--- src/verilog/prt_pkg.sv ---
`default_nettype none
package prt_pkg;
	localparam int CW = 10;
	// ****************************************
	// register byte addresses
	// ****************************************
	localparam logic [7:0] ADDR_CTRL0 = 8'h00;
	localparam logic [7:0] ADDR_CTRL1 = 8'h04;
	localparam logic [7:0] ADDR_CNT_LO = 8'h08;
	localparam logic [7:0] ADDR_CNT_HI = 8'h0C;
	localparam logic [7:0] ADDR_CMPA_LO = 8'h10;
	localparam logic [7:0] ADDR_CMPA_HI = 8'h14;
	localparam logic [7:0] ADDR_PER_LO = 8'h18;
	localparam logic [7:0] ADDR_PER_HI = 8'h1C;
	localparam logic [7:0] ADDR_IRQ_STAT = 8'h20;
	localparam logic [7:0] ADDR_IRQ_CLR = 8'h24;
	localparam logic [7:0] ADDR_IRQ_EN = 8'h28;
	// ****************************************
	// field positions and reset values
	// ****************************************
	localparam int C0_PAUSE = 7;
	localparam int C0_CKSEL = 4;
	localparam int C0_RUN = 3;
	localparam int C1_MODE = 6;
	localparam int C1_FUNC = 4;
	localparam int C1_INIT = 3;
	localparam int C1_INV = 2;
	localparam int C1_RSVD = 1;
	localparam int C1_CLRSEL = 0;
	localparam logic [7:0] CTRL_RESET = 8'h00;
	localparam logic [CW-1:0] CMP_RESET = 10'h000;
	localparam logic [CW-1:0] CNT_MAX = 10'h3FF;
	localparam int IRQ_A = 0;
	localparam int IRQ_P = 1;
	// ****************************************
	// prescaler divides
	// ****************************************
	localparam logic [5:0] DIV4_LAST = 6'h03;
	localparam logic [5:0] DIV16_LAST = 6'h0F;
	localparam logic [5:0] DIV64_LAST = 6'h3F;
	// ****************************************
	// encodings
	// ****************************************
	typedef enum logic [1:0] {
		MODE_CMP = 2'b00,
		MODE_UNDEF = 2'b01,
		MODE_PWM = 2'b10,
		MODE_TMR = 2'b11
	} prt_mode_t;
	typedef enum logic [1:0] {
		FN_NONE = 2'b00,
		FN_LOW = 2'b01,
		FN_HIGH = 2'b10,
		FN_TOGGLE = 2'b11
	} prt_func_t;
	typedef enum logic [2:0] {
		CK_SYS4 = 3'b000,
		CK_SYS = 3'b001,
		CK_H16 = 3'b010,
		CK_H64 = 3'b011,
		CK_SUB0 = 3'b100,
		CK_SUB1 = 3'b101,
		CK_PIN_RISE = 3'b110,
		CK_PIN_FALL = 3'b111
	} prt_clk_t;
endpackage
`default_nettype wire

--- src/verilog/prt_cmp.sv ---
`timescale 1ns/10ps
`default_nettype none
module prt_cmp
	import prt_pkg::*;
#(
	parameter int W = 10
) (
	// compare inputs
	input wire logic [W-1:0] value,
	input wire logic [W-1:0] count,
	// result
	output logic hit
);
	// ****************************************
	// full-width equality against all counter bits
	// ****************************************
	assign hit = (value == count);
endmodule
`default_nettype wire

--- src/verilog/prt_clk_sel.sv ---
`timescale 1ns/10ps
`default_nettype none
module prt_clk_sel
	import prt_pkg::*;
(
	// clock and reset
	input wire logic clk,
	input wire logic rst_n,
	// sources
	input wire logic [2:0] sel,
	input wire logic sub_clock_tick,
	input wire logic external_clock_pin,
	// timer clock enable
	output logic tick
);
	logic [5:0] div_q;
	logic sync1_q;
	logic sync2_q;
	logic prev_q;
	// ****************************************
	// prescaler and pin synchroniser
	// ****************************************
	always_ff @(posedge clk) begin
		if (!rst_n) begin
			div_q <= 6'h00;
		end else begin
			div_q <= div_q + 6'h01;
		end
	end
	always_ff @(posedge clk) begin
		if (!rst_n) begin
			sync1_q <= 1'b0;
			sync2_q <= 1'b0;
			prev_q <= 1'b0;
		end else begin
			sync1_q <= external_clock_pin;
			sync2_q <= sync1_q;
			prev_q <= sync2_q;
		end
	end
	// ****************************************
	// source select
	// ****************************************
	always_comb begin
		case (prt_clk_t'(sel))
			CK_SYS4: tick = (div_q[1:0] == DIV4_LAST[1:0]);
			CK_SYS: tick = 1'b1;
			CK_H16: tick = (div_q[3:0] == DIV16_LAST[3:0]);
			CK_H64: tick = (div_q == DIV64_LAST);
			CK_SUB0, CK_SUB1: tick = sub_clock_tick;
			CK_PIN_RISE: tick = sync2_q & ~prev_q;
			default: tick = ~sync2_q & prev_q;
		endcase
	end
endmodule
`default_nettype wire

--- src/verilog/prt_top.sv ---
// Chosen here: the register offsets and the APB interface to the registers.
`timescale 1ns/10ps
`default_nettype none
module prt_top
	import prt_pkg::*;
(
	// clock and reset
	input wire logic clk,
	input wire logic rst_n,
	// apb slave
	input wire logic psel,
	input wire logic penable,
	input wire logic pwrite,
	input wire logic [7:0] paddr,
	input wire logic [31:0] pwdata,
	output logic [31:0] prdata,
	output logic pready,
	output logic pslverr,
	// clock sources
	input wire logic sub_clock_tick,
	input wire logic external_clock_pin,
	// outputs
	output logic timer_output_pin,
	output logic irq
);
	// ****************************************
	// state
	// ****************************************
	logic count_pause_q;
	logic [2:0] clock_source_select_q;
	logic run_control_q;
	logic run_prev_q;
	logic [1:0] operating_mode_select_q;
	logic [1:0] output_function_select_q;
	logic output_initial_level_q;
	logic output_invert_q;
	logic ctrl1_rsvd_q;
	logic counter_clear_select_q;
	logic [CW-1:0] count_q;
	logic [CW-1:0] compare_a_value_q;
	logic [CW-1:0] period_compare_value_q;
	logic [1:0] irq_stat_q;
	logic [1:0] irq_en_q;
	logic out_state_q;
	logic [31:0] prdata_q;
	logic pready_q;
	logic pslverr_q;
	logic pin_q;
	logic irq_q;
	// ****************************************
	// decode helpers
	// ****************************************
	logic tick;
	logic hit_a;
	logic hit_p;
	logic run_rise;
	logic advance;
	logic wr;
	logic rd;
	logic mapped;
	logic is_pwm;
	logic single_pulse;
	logic ev_a;
	logic ev_p;
	logic clr_cnt;
	logic sp_stop;
	logic pwm_active;
	logic [1:0] irq_set;
	logic [7:0] ctrl0_rd;
	logic [7:0] ctrl1_rd;

	assign wr = psel & penable & pwrite & ~pready_q;
	assign rd = psel & penable & ~pwrite & ~pready_q;
	assign run_rise = run_control_q & ~run_prev_q;
	assign advance = run_control_q & ~run_rise & ~count_pause_q & tick;
	assign is_pwm = (operating_mode_select_q == MODE_PWM);
	assign single_pulse = is_pwm & (output_function_select_q == FN_TOGGLE);

	always_comb begin
		if (paddr == ADDR_CTRL0) begin
			mapped = 1'b1;
		end else if (paddr == ADDR_CTRL1 || paddr == ADDR_CNT_LO) begin
			mapped = 1'b1;
		end else if (paddr == ADDR_CNT_HI || paddr == ADDR_CMPA_LO) begin
			mapped = 1'b1;
		end else if (paddr == ADDR_CMPA_HI || paddr == ADDR_PER_LO) begin
			mapped = 1'b1;
		end else if (paddr == ADDR_PER_HI || paddr == ADDR_IRQ_STAT) begin
			mapped = 1'b1;
		end else if (paddr == ADDR_IRQ_CLR || paddr == ADDR_IRQ_EN) begin
			mapped = 1'b1;
		end else begin
			mapped = 1'b0;
		end
	end

	// ****************************************
	// timer clock and comparators
	// ****************************************
	prt_clk_sel u_clk_sel (
		.clk(clk),
		.rst_n(rst_n),
		.sel(clock_source_select_q),
		.sub_clock_tick(sub_clock_tick),
		.external_clock_pin(external_clock_pin),
		.tick(tick)
	);

	prt_cmp #(.W(CW)) u_cmp_a (
		.value(compare_a_value_q),
		.count(count_q),
		.hit(hit_a)
	);

	prt_cmp #(.W(CW)) u_cmp_p (
		.value(period_compare_value_q),
		.count(count_q),
		.hit(hit_p)
	);

	// ****************************************
	// match events
	// ****************************************
	always_comb begin
		ev_a = 1'b0;
		ev_p = 1'b0;
		clr_cnt = 1'b0;
		sp_stop = 1'b0;
		if (advance) begin
			if (single_pulse) begin
				ev_a = hit_a;
				sp_stop = hit_a;
			end else if (is_pwm) begin
				ev_a = hit_a;
				if (period_compare_value_q == CMP_RESET) begin
					ev_p = (count_q == CNT_MAX);
				end else begin
					ev_p = hit_p;
				end
				clr_cnt = ev_p;
			end else if (counter_clear_select_q) begin
				ev_a = hit_a & (compare_a_value_q != CMP_RESET);
				clr_cnt = ev_a;
			end else begin
				ev_a = hit_a & (compare_a_value_q != CMP_RESET);
				if (period_compare_value_q == CMP_RESET) begin
					ev_p = (count_q == CNT_MAX);
				end else begin
					ev_p = hit_p;
				end
				clr_cnt = ev_p;
			end
		end
	end

	// ****************************************
	// counter
	// ****************************************
	always_ff @(posedge clk) begin
		if (!rst_n) begin
			count_q <= CMP_RESET;
		end else if (run_rise) begin
			count_q <= CMP_RESET;
		end else if (clr_cnt) begin
			count_q <= CMP_RESET;
		end else if (sp_stop) begin
			count_q <= count_q;
		end else if (advance) begin
			count_q <= count_q + 10'h001;
		end
	end

	always_ff @(posedge clk) begin
		if (!rst_n) begin
			run_prev_q <= 1'b0;
		end else begin
			run_prev_q <= run_control_q;
		end
	end

	// ****************************************
	// control registers
	// ****************************************
	always_ff @(posedge clk) begin
		if (!rst_n) begin
			count_pause_q <= CTRL_RESET[C0_PAUSE];
			clock_source_select_q <= CTRL_RESET[C0_CKSEL +: 3];
			run_control_q <= CTRL_RESET[C0_RUN];
		end else if (wr && paddr == ADDR_CTRL0) begin
			count_pause_q <= pwdata[C0_PAUSE];
			clock_source_select_q <= pwdata[C0_CKSEL +: 3];
			run_control_q <= pwdata[C0_RUN];
		end else if (sp_stop) begin
			run_control_q <= 1'b0;
		end
	end

	always_ff @(posedge clk) begin
		if (!rst_n) begin
			operating_mode_select_q <= CTRL_RESET[C1_MODE +: 2];
			output_function_select_q <= CTRL_RESET[C1_FUNC +: 2];
			output_initial_level_q <= CTRL_RESET[C1_INIT];
			output_invert_q <= CTRL_RESET[C1_INV];
			ctrl1_rsvd_q <= CTRL_RESET[C1_RSVD];
			counter_clear_select_q <= CTRL_RESET[C1_CLRSEL];
		end else if (wr && paddr == ADDR_CTRL1) begin
			operating_mode_select_q <= pwdata[C1_MODE +: 2];
			output_function_select_q <= pwdata[C1_FUNC +: 2];
			output_initial_level_q <= pwdata[C1_INIT];
			output_invert_q <= pwdata[C1_INV];
			ctrl1_rsvd_q <= pwdata[C1_RSVD];
			counter_clear_select_q <= pwdata[C1_CLRSEL];
		end
	end

	always_ff @(posedge clk) begin
		if (!rst_n) begin
			compare_a_value_q <= CMP_RESET;
			period_compare_value_q <= CMP_RESET;
		end else if (wr) begin
			if (paddr == ADDR_CMPA_LO) begin
				compare_a_value_q[7:0] <= pwdata[7:0];
			end else if (paddr == ADDR_CMPA_HI) begin
				compare_a_value_q[CW-1:8] <= pwdata[CW-9:0];
			end else if (paddr == ADDR_PER_LO) begin
				period_compare_value_q[7:0] <= pwdata[7:0];
			end else if (paddr == ADDR_PER_HI) begin
				period_compare_value_q[CW-1:8] <= pwdata[CW-9:0];
			end
		end
	end

	// ****************************************
	// interrupts
	// ****************************************
	assign irq_set = {ev_p, ev_a};

	always_ff @(posedge clk) begin
		if (!rst_n) begin
			irq_stat_q <= 2'h0;
		end else if (wr && paddr == ADDR_IRQ_CLR) begin
			irq_stat_q <= (irq_stat_q & ~pwdata[1:0]) | irq_set;
		end else begin
			irq_stat_q <= irq_stat_q | irq_set;
		end
	end

	always_ff @(posedge clk) begin
		if (!rst_n) begin
			irq_en_q <= 2'h0;
		end else if (wr && paddr == ADDR_IRQ_EN) begin
			irq_en_q <= pwdata[1:0];
		end
	end

	always_ff @(posedge clk) begin
		if (!rst_n) begin
			irq_q <= 1'b0;
		end else begin
			irq_q <= |(irq_stat_q & irq_en_q);
		end
	end

	// ****************************************
	// output pin
	// ****************************************
	always_ff @(posedge clk) begin
		if (!rst_n) begin
			out_state_q <= 1'b0;
		end else if (run_rise) begin
			out_state_q <= output_initial_level_q;
		end else if (ev_a && !is_pwm) begin
			case (prt_func_t'(output_function_select_q))
				FN_LOW: out_state_q <= 1'b0;
				FN_HIGH: out_state_q <= 1'b1;
				FN_TOGGLE: out_state_q <= ~out_state_q;
				default: out_state_q <= out_state_q;
			endcase
		end
	end

	always_comb begin
		case (prt_func_t'(output_function_select_q))
			FN_NONE: pwm_active = 1'b0;
			FN_LOW: pwm_active = 1'b1;
			FN_HIGH: pwm_active = (count_q < compare_a_value_q);
			default: pwm_active = run_control_q & ~sp_stop;
		endcase
	end

	always_ff @(posedge clk) begin
		if (!rst_n) begin
			pin_q <= 1'b0;
		end else if (operating_mode_select_q == MODE_TMR) begin
			pin_q <= 1'b0;
		end else if (is_pwm) begin
			pin_q <= (pwm_active ~^ output_initial_level_q) ^ output_invert_q;
		end else if (run_rise) begin
			pin_q <= output_initial_level_q ^ output_invert_q;
		end else begin
			pin_q <= out_state_q ^ output_invert_q;
		end
	end

	// ****************************************
	// apb read and answer
	// ****************************************
	assign ctrl0_rd = {count_pause_q, clock_source_select_q, run_control_q, 3'h0};
	assign ctrl1_rd = {operating_mode_select_q, output_function_select_q,
		output_initial_level_q, output_invert_q, ctrl1_rsvd_q, counter_clear_select_q};

	always_ff @(posedge clk) begin
		if (!rst_n) begin
			prdata_q <= 32'h0000_0000;
		end else if (rd) begin
			if (paddr == ADDR_CTRL0) begin
				prdata_q <= {24'h00_0000, ctrl0_rd};
			end else if (paddr == ADDR_CTRL1) begin
				prdata_q <= {24'h00_0000, ctrl1_rd};
			end else if (paddr == ADDR_CNT_LO) begin
				prdata_q <= {24'h00_0000, count_q[7:0]};
			end else if (paddr == ADDR_CNT_HI) begin
				prdata_q <= {30'h0000_0000, count_q[CW-1:8]};
			end else if (paddr == ADDR_CMPA_LO) begin
				prdata_q <= {24'h00_0000, compare_a_value_q[7:0]};
			end else if (paddr == ADDR_CMPA_HI) begin
				prdata_q <= {30'h0000_0000, compare_a_value_q[CW-1:8]};
			end else if (paddr == ADDR_PER_LO) begin
				prdata_q <= {24'h00_0000, period_compare_value_q[7:0]};
			end else if (paddr == ADDR_PER_HI) begin
				prdata_q <= {30'h0000_0000, period_compare_value_q[CW-1:8]};
			end else if (paddr == ADDR_IRQ_STAT) begin
				prdata_q <= {30'h0000_0000, irq_stat_q};
			end else if (paddr == ADDR_IRQ_EN) begin
				prdata_q <= {30'h0000_0000, irq_en_q};
			end else begin
				prdata_q <= 32'h0000_0000;
			end
		end
	end

	always_ff @(posedge clk) begin
		if (!rst_n) begin
			pready_q <= 1'b0;
			pslverr_q <= 1'b0;
		end else begin
			pready_q <= psel & penable & ~pready_q;
			pslverr_q <= psel & penable & ~pready_q & ~mapped;
		end
	end

	assign prdata = prdata_q;
	assign pready = pready_q;
	assign pslverr = pslverr_q;
	assign timer_output_pin = pin_q;
	assign irq = irq_q;
endmodule
`default_nettype wire

--- config.mk ---
export PLATFORM = sky130hd
export DESIGN_NAME = prt_top
export DESIGN_NICKNAME = d
export VERILOG_FILES = /design/src/verilog/prt_pkg.sv /design/src/verilog/prt_cmp.sv /design/src/verilog/prt_clk_sel.sv /design/src/verilog/prt_top.sv
export SDC_FILE = /design/constraint.sdc
export NUM_CORES = 1
export LEC_CHECK = 0
export ABC_AREA = 0
export CAP_MARGIN = 5
export CORE_ASPECT_RATIO = 1.75
export CORE_UTILIZATION = 55
export DETAILED_ROUTE_END_ITERATION = 12
export DONT_BUFFER_PORTS = 1
export GPL_ROUTABILITY_DRIVEN = 0
export PLACE_DENSITY = 0.67
export SYNTH_ARGS = -nofsm -noshare
export SYNTH_HDL_FRONTEND = slang
export SYNTH_SLANG_ARGS = --single-unit
--- constraint.sdc ---
create_clock -name clk -period 3.1 [get_ports clk]
set_input_delay 0.31 -clock clk [delete_from_list [all_inputs] [get_ports clk]]
set_output_delay 0.31 -clock clk [all_outputs]
set_load 0.02 [all_outputs]
Yosys cells after proc, flatten, opt, wreduce, memory -nomap -nowiden. Index checks and enable logic that the tools add are counted.

Output and inout port bits: 36. Flip-flop bits (word level): 94. Memories: 0. ROM bits: 0. Input bits: 47. Latch bits: 0. Bits in writable memories: 0.

Add/sub/neg operators: 2. Shift operators: 0. $lt $le $gt $ge: 1. Divide/modulo/power cells: 0. Mux-type cells: 40. Bitwise operators: 39. Eq/ne operators: 27. Multiply operators: 0. Reductions and logical operators: 29.

Operators by type and width (number): 8-bit 2-to-1 mux (7); 8-bit by 5-bit == test with 1-bit output, second input constant (4); 1-bit 2-to-1 mux (26); 8-bit by 6-bit == test with 1-bit output, second input constant (3); 10-bit == test (2); 1-bit bitwise AND (16); 8-bit by 4-bit == test with 1-bit output, second input constant (2); 1-bit inverter (14); 10-bit by 1-bit adder with 10-bit output, second input constant (1); 10-bit == test, second input constant (1); 2-bit == test, second input constant (5); 10-bit zero test (1); 10-bit < comparator (1); 10-bit nonzero test (1); 3-bit == test, second input constant (3); 8-bit by 3-bit == test with 1-bit output, second input constant (1); 8-bit zero test (1); 2-bit 2-to-1 mux (4); 6-bit by 1-bit adder with 6-bit output, second input constant (1); 3-bit by 2-bit == test with 1-bit output, second input constant (2); 6-bit == test, second input constant (1); 1-bit case mux with 3 select lines (2); 1-bit case mux with 6 select lines (1); 2-bit AND reduction (3); other kinds (20) (35).

Logic depth before layout (Yosys ltp).
Word-level depth: 13. Depth in mapped cells: 10. Depth with buffers taken out: 9.

By module. Synthesis repeated with hierarchy kept, for this count alone.

Cells, all modules: 505. Area, all modules: 4211.5 um2.

Modules (own cells, without submodules): prt_top (seq. area each 1221.2 um2, instances 1, area each 3617.2 um2, cells each 442); prt_clk_sel (seq. area each 180.2 um2, instances 1, area each 369.1 um2, cells each 37); prt_cmp (seq. area each 0.0 um2, instances 2, area each 112.6 um2, cells each 13).

Least setup slack after synthesis. No wires, ideal clock.

Path kind: reg-to-reg. Start point: reg count_q[0]. End point: reg count_q[8]. Setup slack: 1111 ps. Required time: 2986 ps. Arrival time: 1874 ps. Library setup time: 114 ps. Buffers on the path: 1. Stages on the path, launching flop included: 11. Cell sequence: dfxtp_1 -> inv_1 -> ha_1 -> nand2_1 -> nor3_1 -> nand2_1 -> and2_1 -> buf_2 -> nand4_1 -> xor2_1 -> nor2_1.

Cells in the longest elaborated chain, start to end: 7. Elaborated cells between the ends (all ways): 15. Those cells by class: add/sub (1); eq/ne (3); mux (7); bitwise (2); reduce/logical (2).

RTL lines: from (decl) (RTL line prt_top.sv:39) `logic [CW-1:0] count_q;`; from (signal assigned) (RTL line prt_top.sv:167) `count_q <= count_q;`; from (signal assigned) (RTL line prt_top.sv:169) `count_q <= count_q + 10'h001;`; 10-bit == test, on equally long branches (RTL line prt_cmp.sv:17, prt_top.sv:136, prt_top.sv:147); 1-bit 2-to-1 mux / 1-bit bitwise AND (equally long branches) (RTL line prt_top.sv:135, prt_top.sv:146, prt_top.sv:142); 1-bit 2-to-1 mux (RTL line prt_top.sv:141) `end else if (counter_clear_select_q) begin`; 1-bit 2-to-1 mux (RTL line prt_top.sv:133) `end else if (is_pwm) begin`; 1-bit 2-to-1 mux (RTL line prt_top.sv:130) `if (single_pulse) begin`; 1-bit 2-to-1 mux (RTL line prt_top.sv:129) `if (advance) begin`; 3-bit OR reduction (no line).

Several ways; a longest one is shown, not always the timed one. A chain may end at the register's enable or synchronous reset.

Worst setup path in the final report.
Start point: reg count_q[4]. End point: reg count_q[4].

The elaborated chain is that of the path after synthesis.

==> impl_metrics.yaml <==
run_status:
  outcome: "finished, final reports clean"
sta:
  fin_hold_ws_ns: 0.0897
  finalMaxSlewViolations: 0
  finalSetupTns_ns: 0
  fmax_mhz: 419
  max-slew-margin-rel: 0.508
  rsz0062_at_grt: "false"
  min_period_over_period: 0.770
  postLayoutSetupSlackWorst_ns: 0.713
  max_slew.worst_pin.slew_ns: 0.728
  setup-violations-final: 0
  finalHoldViolCount: 0
  clock_skew_ns: 0.00843
  min_period_ns: 2.39
synth:
  synth_seq_cells: 70
  synthFlopType: "dfxtp_1"
  synth_cell_type_count: 55
  ys_warn_count: 0
  synth_top_cell_by_area: "dfxtp_1"
  ys_top_cells_by_count: "70 x dfxtp_1, 54 x nand2_1, 33 x nor2b_1"
  ys_seq_area_frac: 0.335
  syn_area_per_cell_um2: 8.28
  synthArstFlopShare: 0
  synthTopCellsByArea: "dfxtp_1 34%, mux2i_1 6.5%, nor2b_1 4.9%, nand2_1 4.8%, buf_4 4.5%"
  synth_edf_count: 0
  netlist_instances: 505
  synth_top_area_frac: 0.335
  yosysMostFrequentCell: "dfxtp_1"
  synth_area_um2: 4180
clock_network:
  cts_tree: "built"
  numCtsBuffers: 9
  root_buffer: "clkbuf_16"
  clock_sinks: 70
  clock_latency_ns: 0.35
  clk_path_buf_depth: 2
  cts_hold_buf: 0
  cts_max_level: 3
  post_cts_buffers: 0
  ctsResizeCount: 0
  cts.clk_slew.worst_paths_ns: 0.05
critical_path:
  timing.critical_path.buf_inv: 0
  cp-startpoint: "count_q[4]"
  critical-path-max-stage-delay_ns: 0.47
  crit_slowest_cell: "nor3_1"
  r2r-end: "count_q[4]"
  cp.required_ns: 3.32
  crit_path_cell_trace: "ha_1 -> nand4_1 -> nor3_1 -> nand2_1 -> and2_1 -> nand4_1 -> xor2_1 -> nor2_1"
  crit_end: "count_q[4]"
  rrSetupSlack_ns: 0.71
  crit_path_end_kind: "register"
  start_kind: "register"
  crit_type: "reg2reg"
  cp.depth: 8
  rr_startpoint: "count_q[4]"
  cp_common_cell: "nand4_1"
  crit_family: "simple AND/OR/NAND/NOR gates"
  critPathArrivalTime_ns: 2.61
  reg2reg_depth: 8
  cp_max_fo: 8
finish:
  drive_gt1_frac: 0.0616
  n_antenna_cell: 0
  final_core_util: 0.615
  nNetsFinal: 561
  area_growth_pct: 7.09
  n_fill_cell: 661
place:
  portBuffers: 0
  dpl_worst_slack_ns: 0.735
  dp_hpwl_um: 7850
floorplanning:
  coreArea_um2: 7280
  die-area_um2: 7970
  die_x_um: 67.9
  rows: 41
  io_pins: 83
  initial_utilization: 0.574
  die_h_um: 117
power_and_ir_drop:
  p_comb_frac: 0.039
  power.switching_uw: 458
  p_int_uw: 1660
  switching_share: 0.216
  powerDensity_nw_per_um2: 474
  p_clk_frac: 0.526
  cellLeakagePower_uw: 0.00177
  max-vdd-ir-drop_mv: 0.476
  p_seq_frac: 0.435
global_route:
  antenna_found_initial: 0
  grt_pass1_wl_um: 17000
  grt_use_total: 0.290
  grt_overflow_total: 0
  grt_max_degree: 61
  grt_pass1_vias: 3473
detailed_routing:
  via_per_inst: 5.96
  drc: 0
  routed_wl_um: 10600
  post_drt_wl_per_cell_um: 18.0
  via_count: 3509
  antenna_left: 0
  first_pass_iters: 4
  drtIter0Drc: 218
run:
  drv_cap: 0
min_path:
  hold_depth: 1
  hp-class: "in2reg"
-- cells in the final DEF, fill, tap and decap left out, drive strengths merged, types with 7 or more instances in the layout --
cell,n
nand4,8
nor2b,33
o211a,7
a221o,7
dfxtp,70
xnor2,11
o21ai,24
conb,24
a21oi,11
mux2i,27
nand3,30
and2,12
nor2,32
ha,15
clkbuf,10
nand2,54
a21boi,15
xor2,7
nor3,8
inv,21
-- per-stage QoR --
stage	cell area, µm²	cells	total power [µW]
after global placement	4150	574	1020
after detailed placement	4150	574	1020
after global routing	4480	589	2180
after floorplan	4270	528	1050
after CTS	4480	589	2130
final	4480	589	2120
-- how the worst min path moves through the flow --
| stage | from | endpoint | slack (ns) |
|---|---|---|---|
| final | rst_n | u_clk_sel.div_q[3] | 0.09 |
| after floorplan | u_clk_sel.sync1_q | u_clk_sel.sync2_q | 0.41 |
| after global placement | u_clk_sel.sync1_q | u_clk_sel.sync2_q | 0.43 |
| after CTS | rst_n | u_clk_sel.div_q[4] | 0.09 |
| after detailed placement | u_clk_sel.sync1_q | u_clk_sel.sync2_q | 0.43 |
| after global routing | rst_n | u_clk_sel.div_q[4] | 0.09 |
-- area by class of cell --
type | instances | area (µm²) | area share
multi-input combinational | 391 | 2520 | 0.563
sequential | 70 | 1400 | 0.313
clock buffer | 10 | 239 | 0.0534
tap | 86 | 108 | 0.0240
clock inverter | 5 | 83.8 | 0.0187
inverter | 21 | 78.8 | 0.0176
timing repair buffer | 6 | 45.0 | 0.0101
-- power by group through the flow --
stage,Clock (µW),Sequential (µW),Combinational [µW]
6_report,1120,923,82.2
5_1_grt,1170,924,91.1
4_1_cts,1130,923,81.6
3_5_place_dp,0,942,80.8
3_3_place_gp,0,942,79.8
2_1_floorplan,0,940,109
-- kinds of logic after synthesis --
family,share of synthesized area
buf+inv,0.0850
xor+xnor,0.0377
mux,0.0647
flops,0.335
compound gates,0.160
fa+ha+maj,0.0449
simple gates,0.272
other cells,0.000897
-- registers in the layout, summed over array words and instances, names as in the netlist, 2 cells and up --
name                      flops
clock_source_select_q         3
compare_a_value_q            10
count_q                      10
irq_en_q                      2
irq_stat_q                    2
operating_mode_select_q       2
output_function_select_q      2
period_compare_value_q       10
prdata                        8
u_clk_sel.div_q               6
-- layer usage --
metal / vias to the layer above / routed length, µm / global-route usage
met2: 101 / 5670 / 0.493
met1: 1660 / 3970 / 0.312
met4: 0 / 424 / 0.155
met5: - / 0 / 0
li1: 1722 / - / -
met3: 26 / 522 / 0.0768
Note: power is estimated with default switching activity, not from simulation.
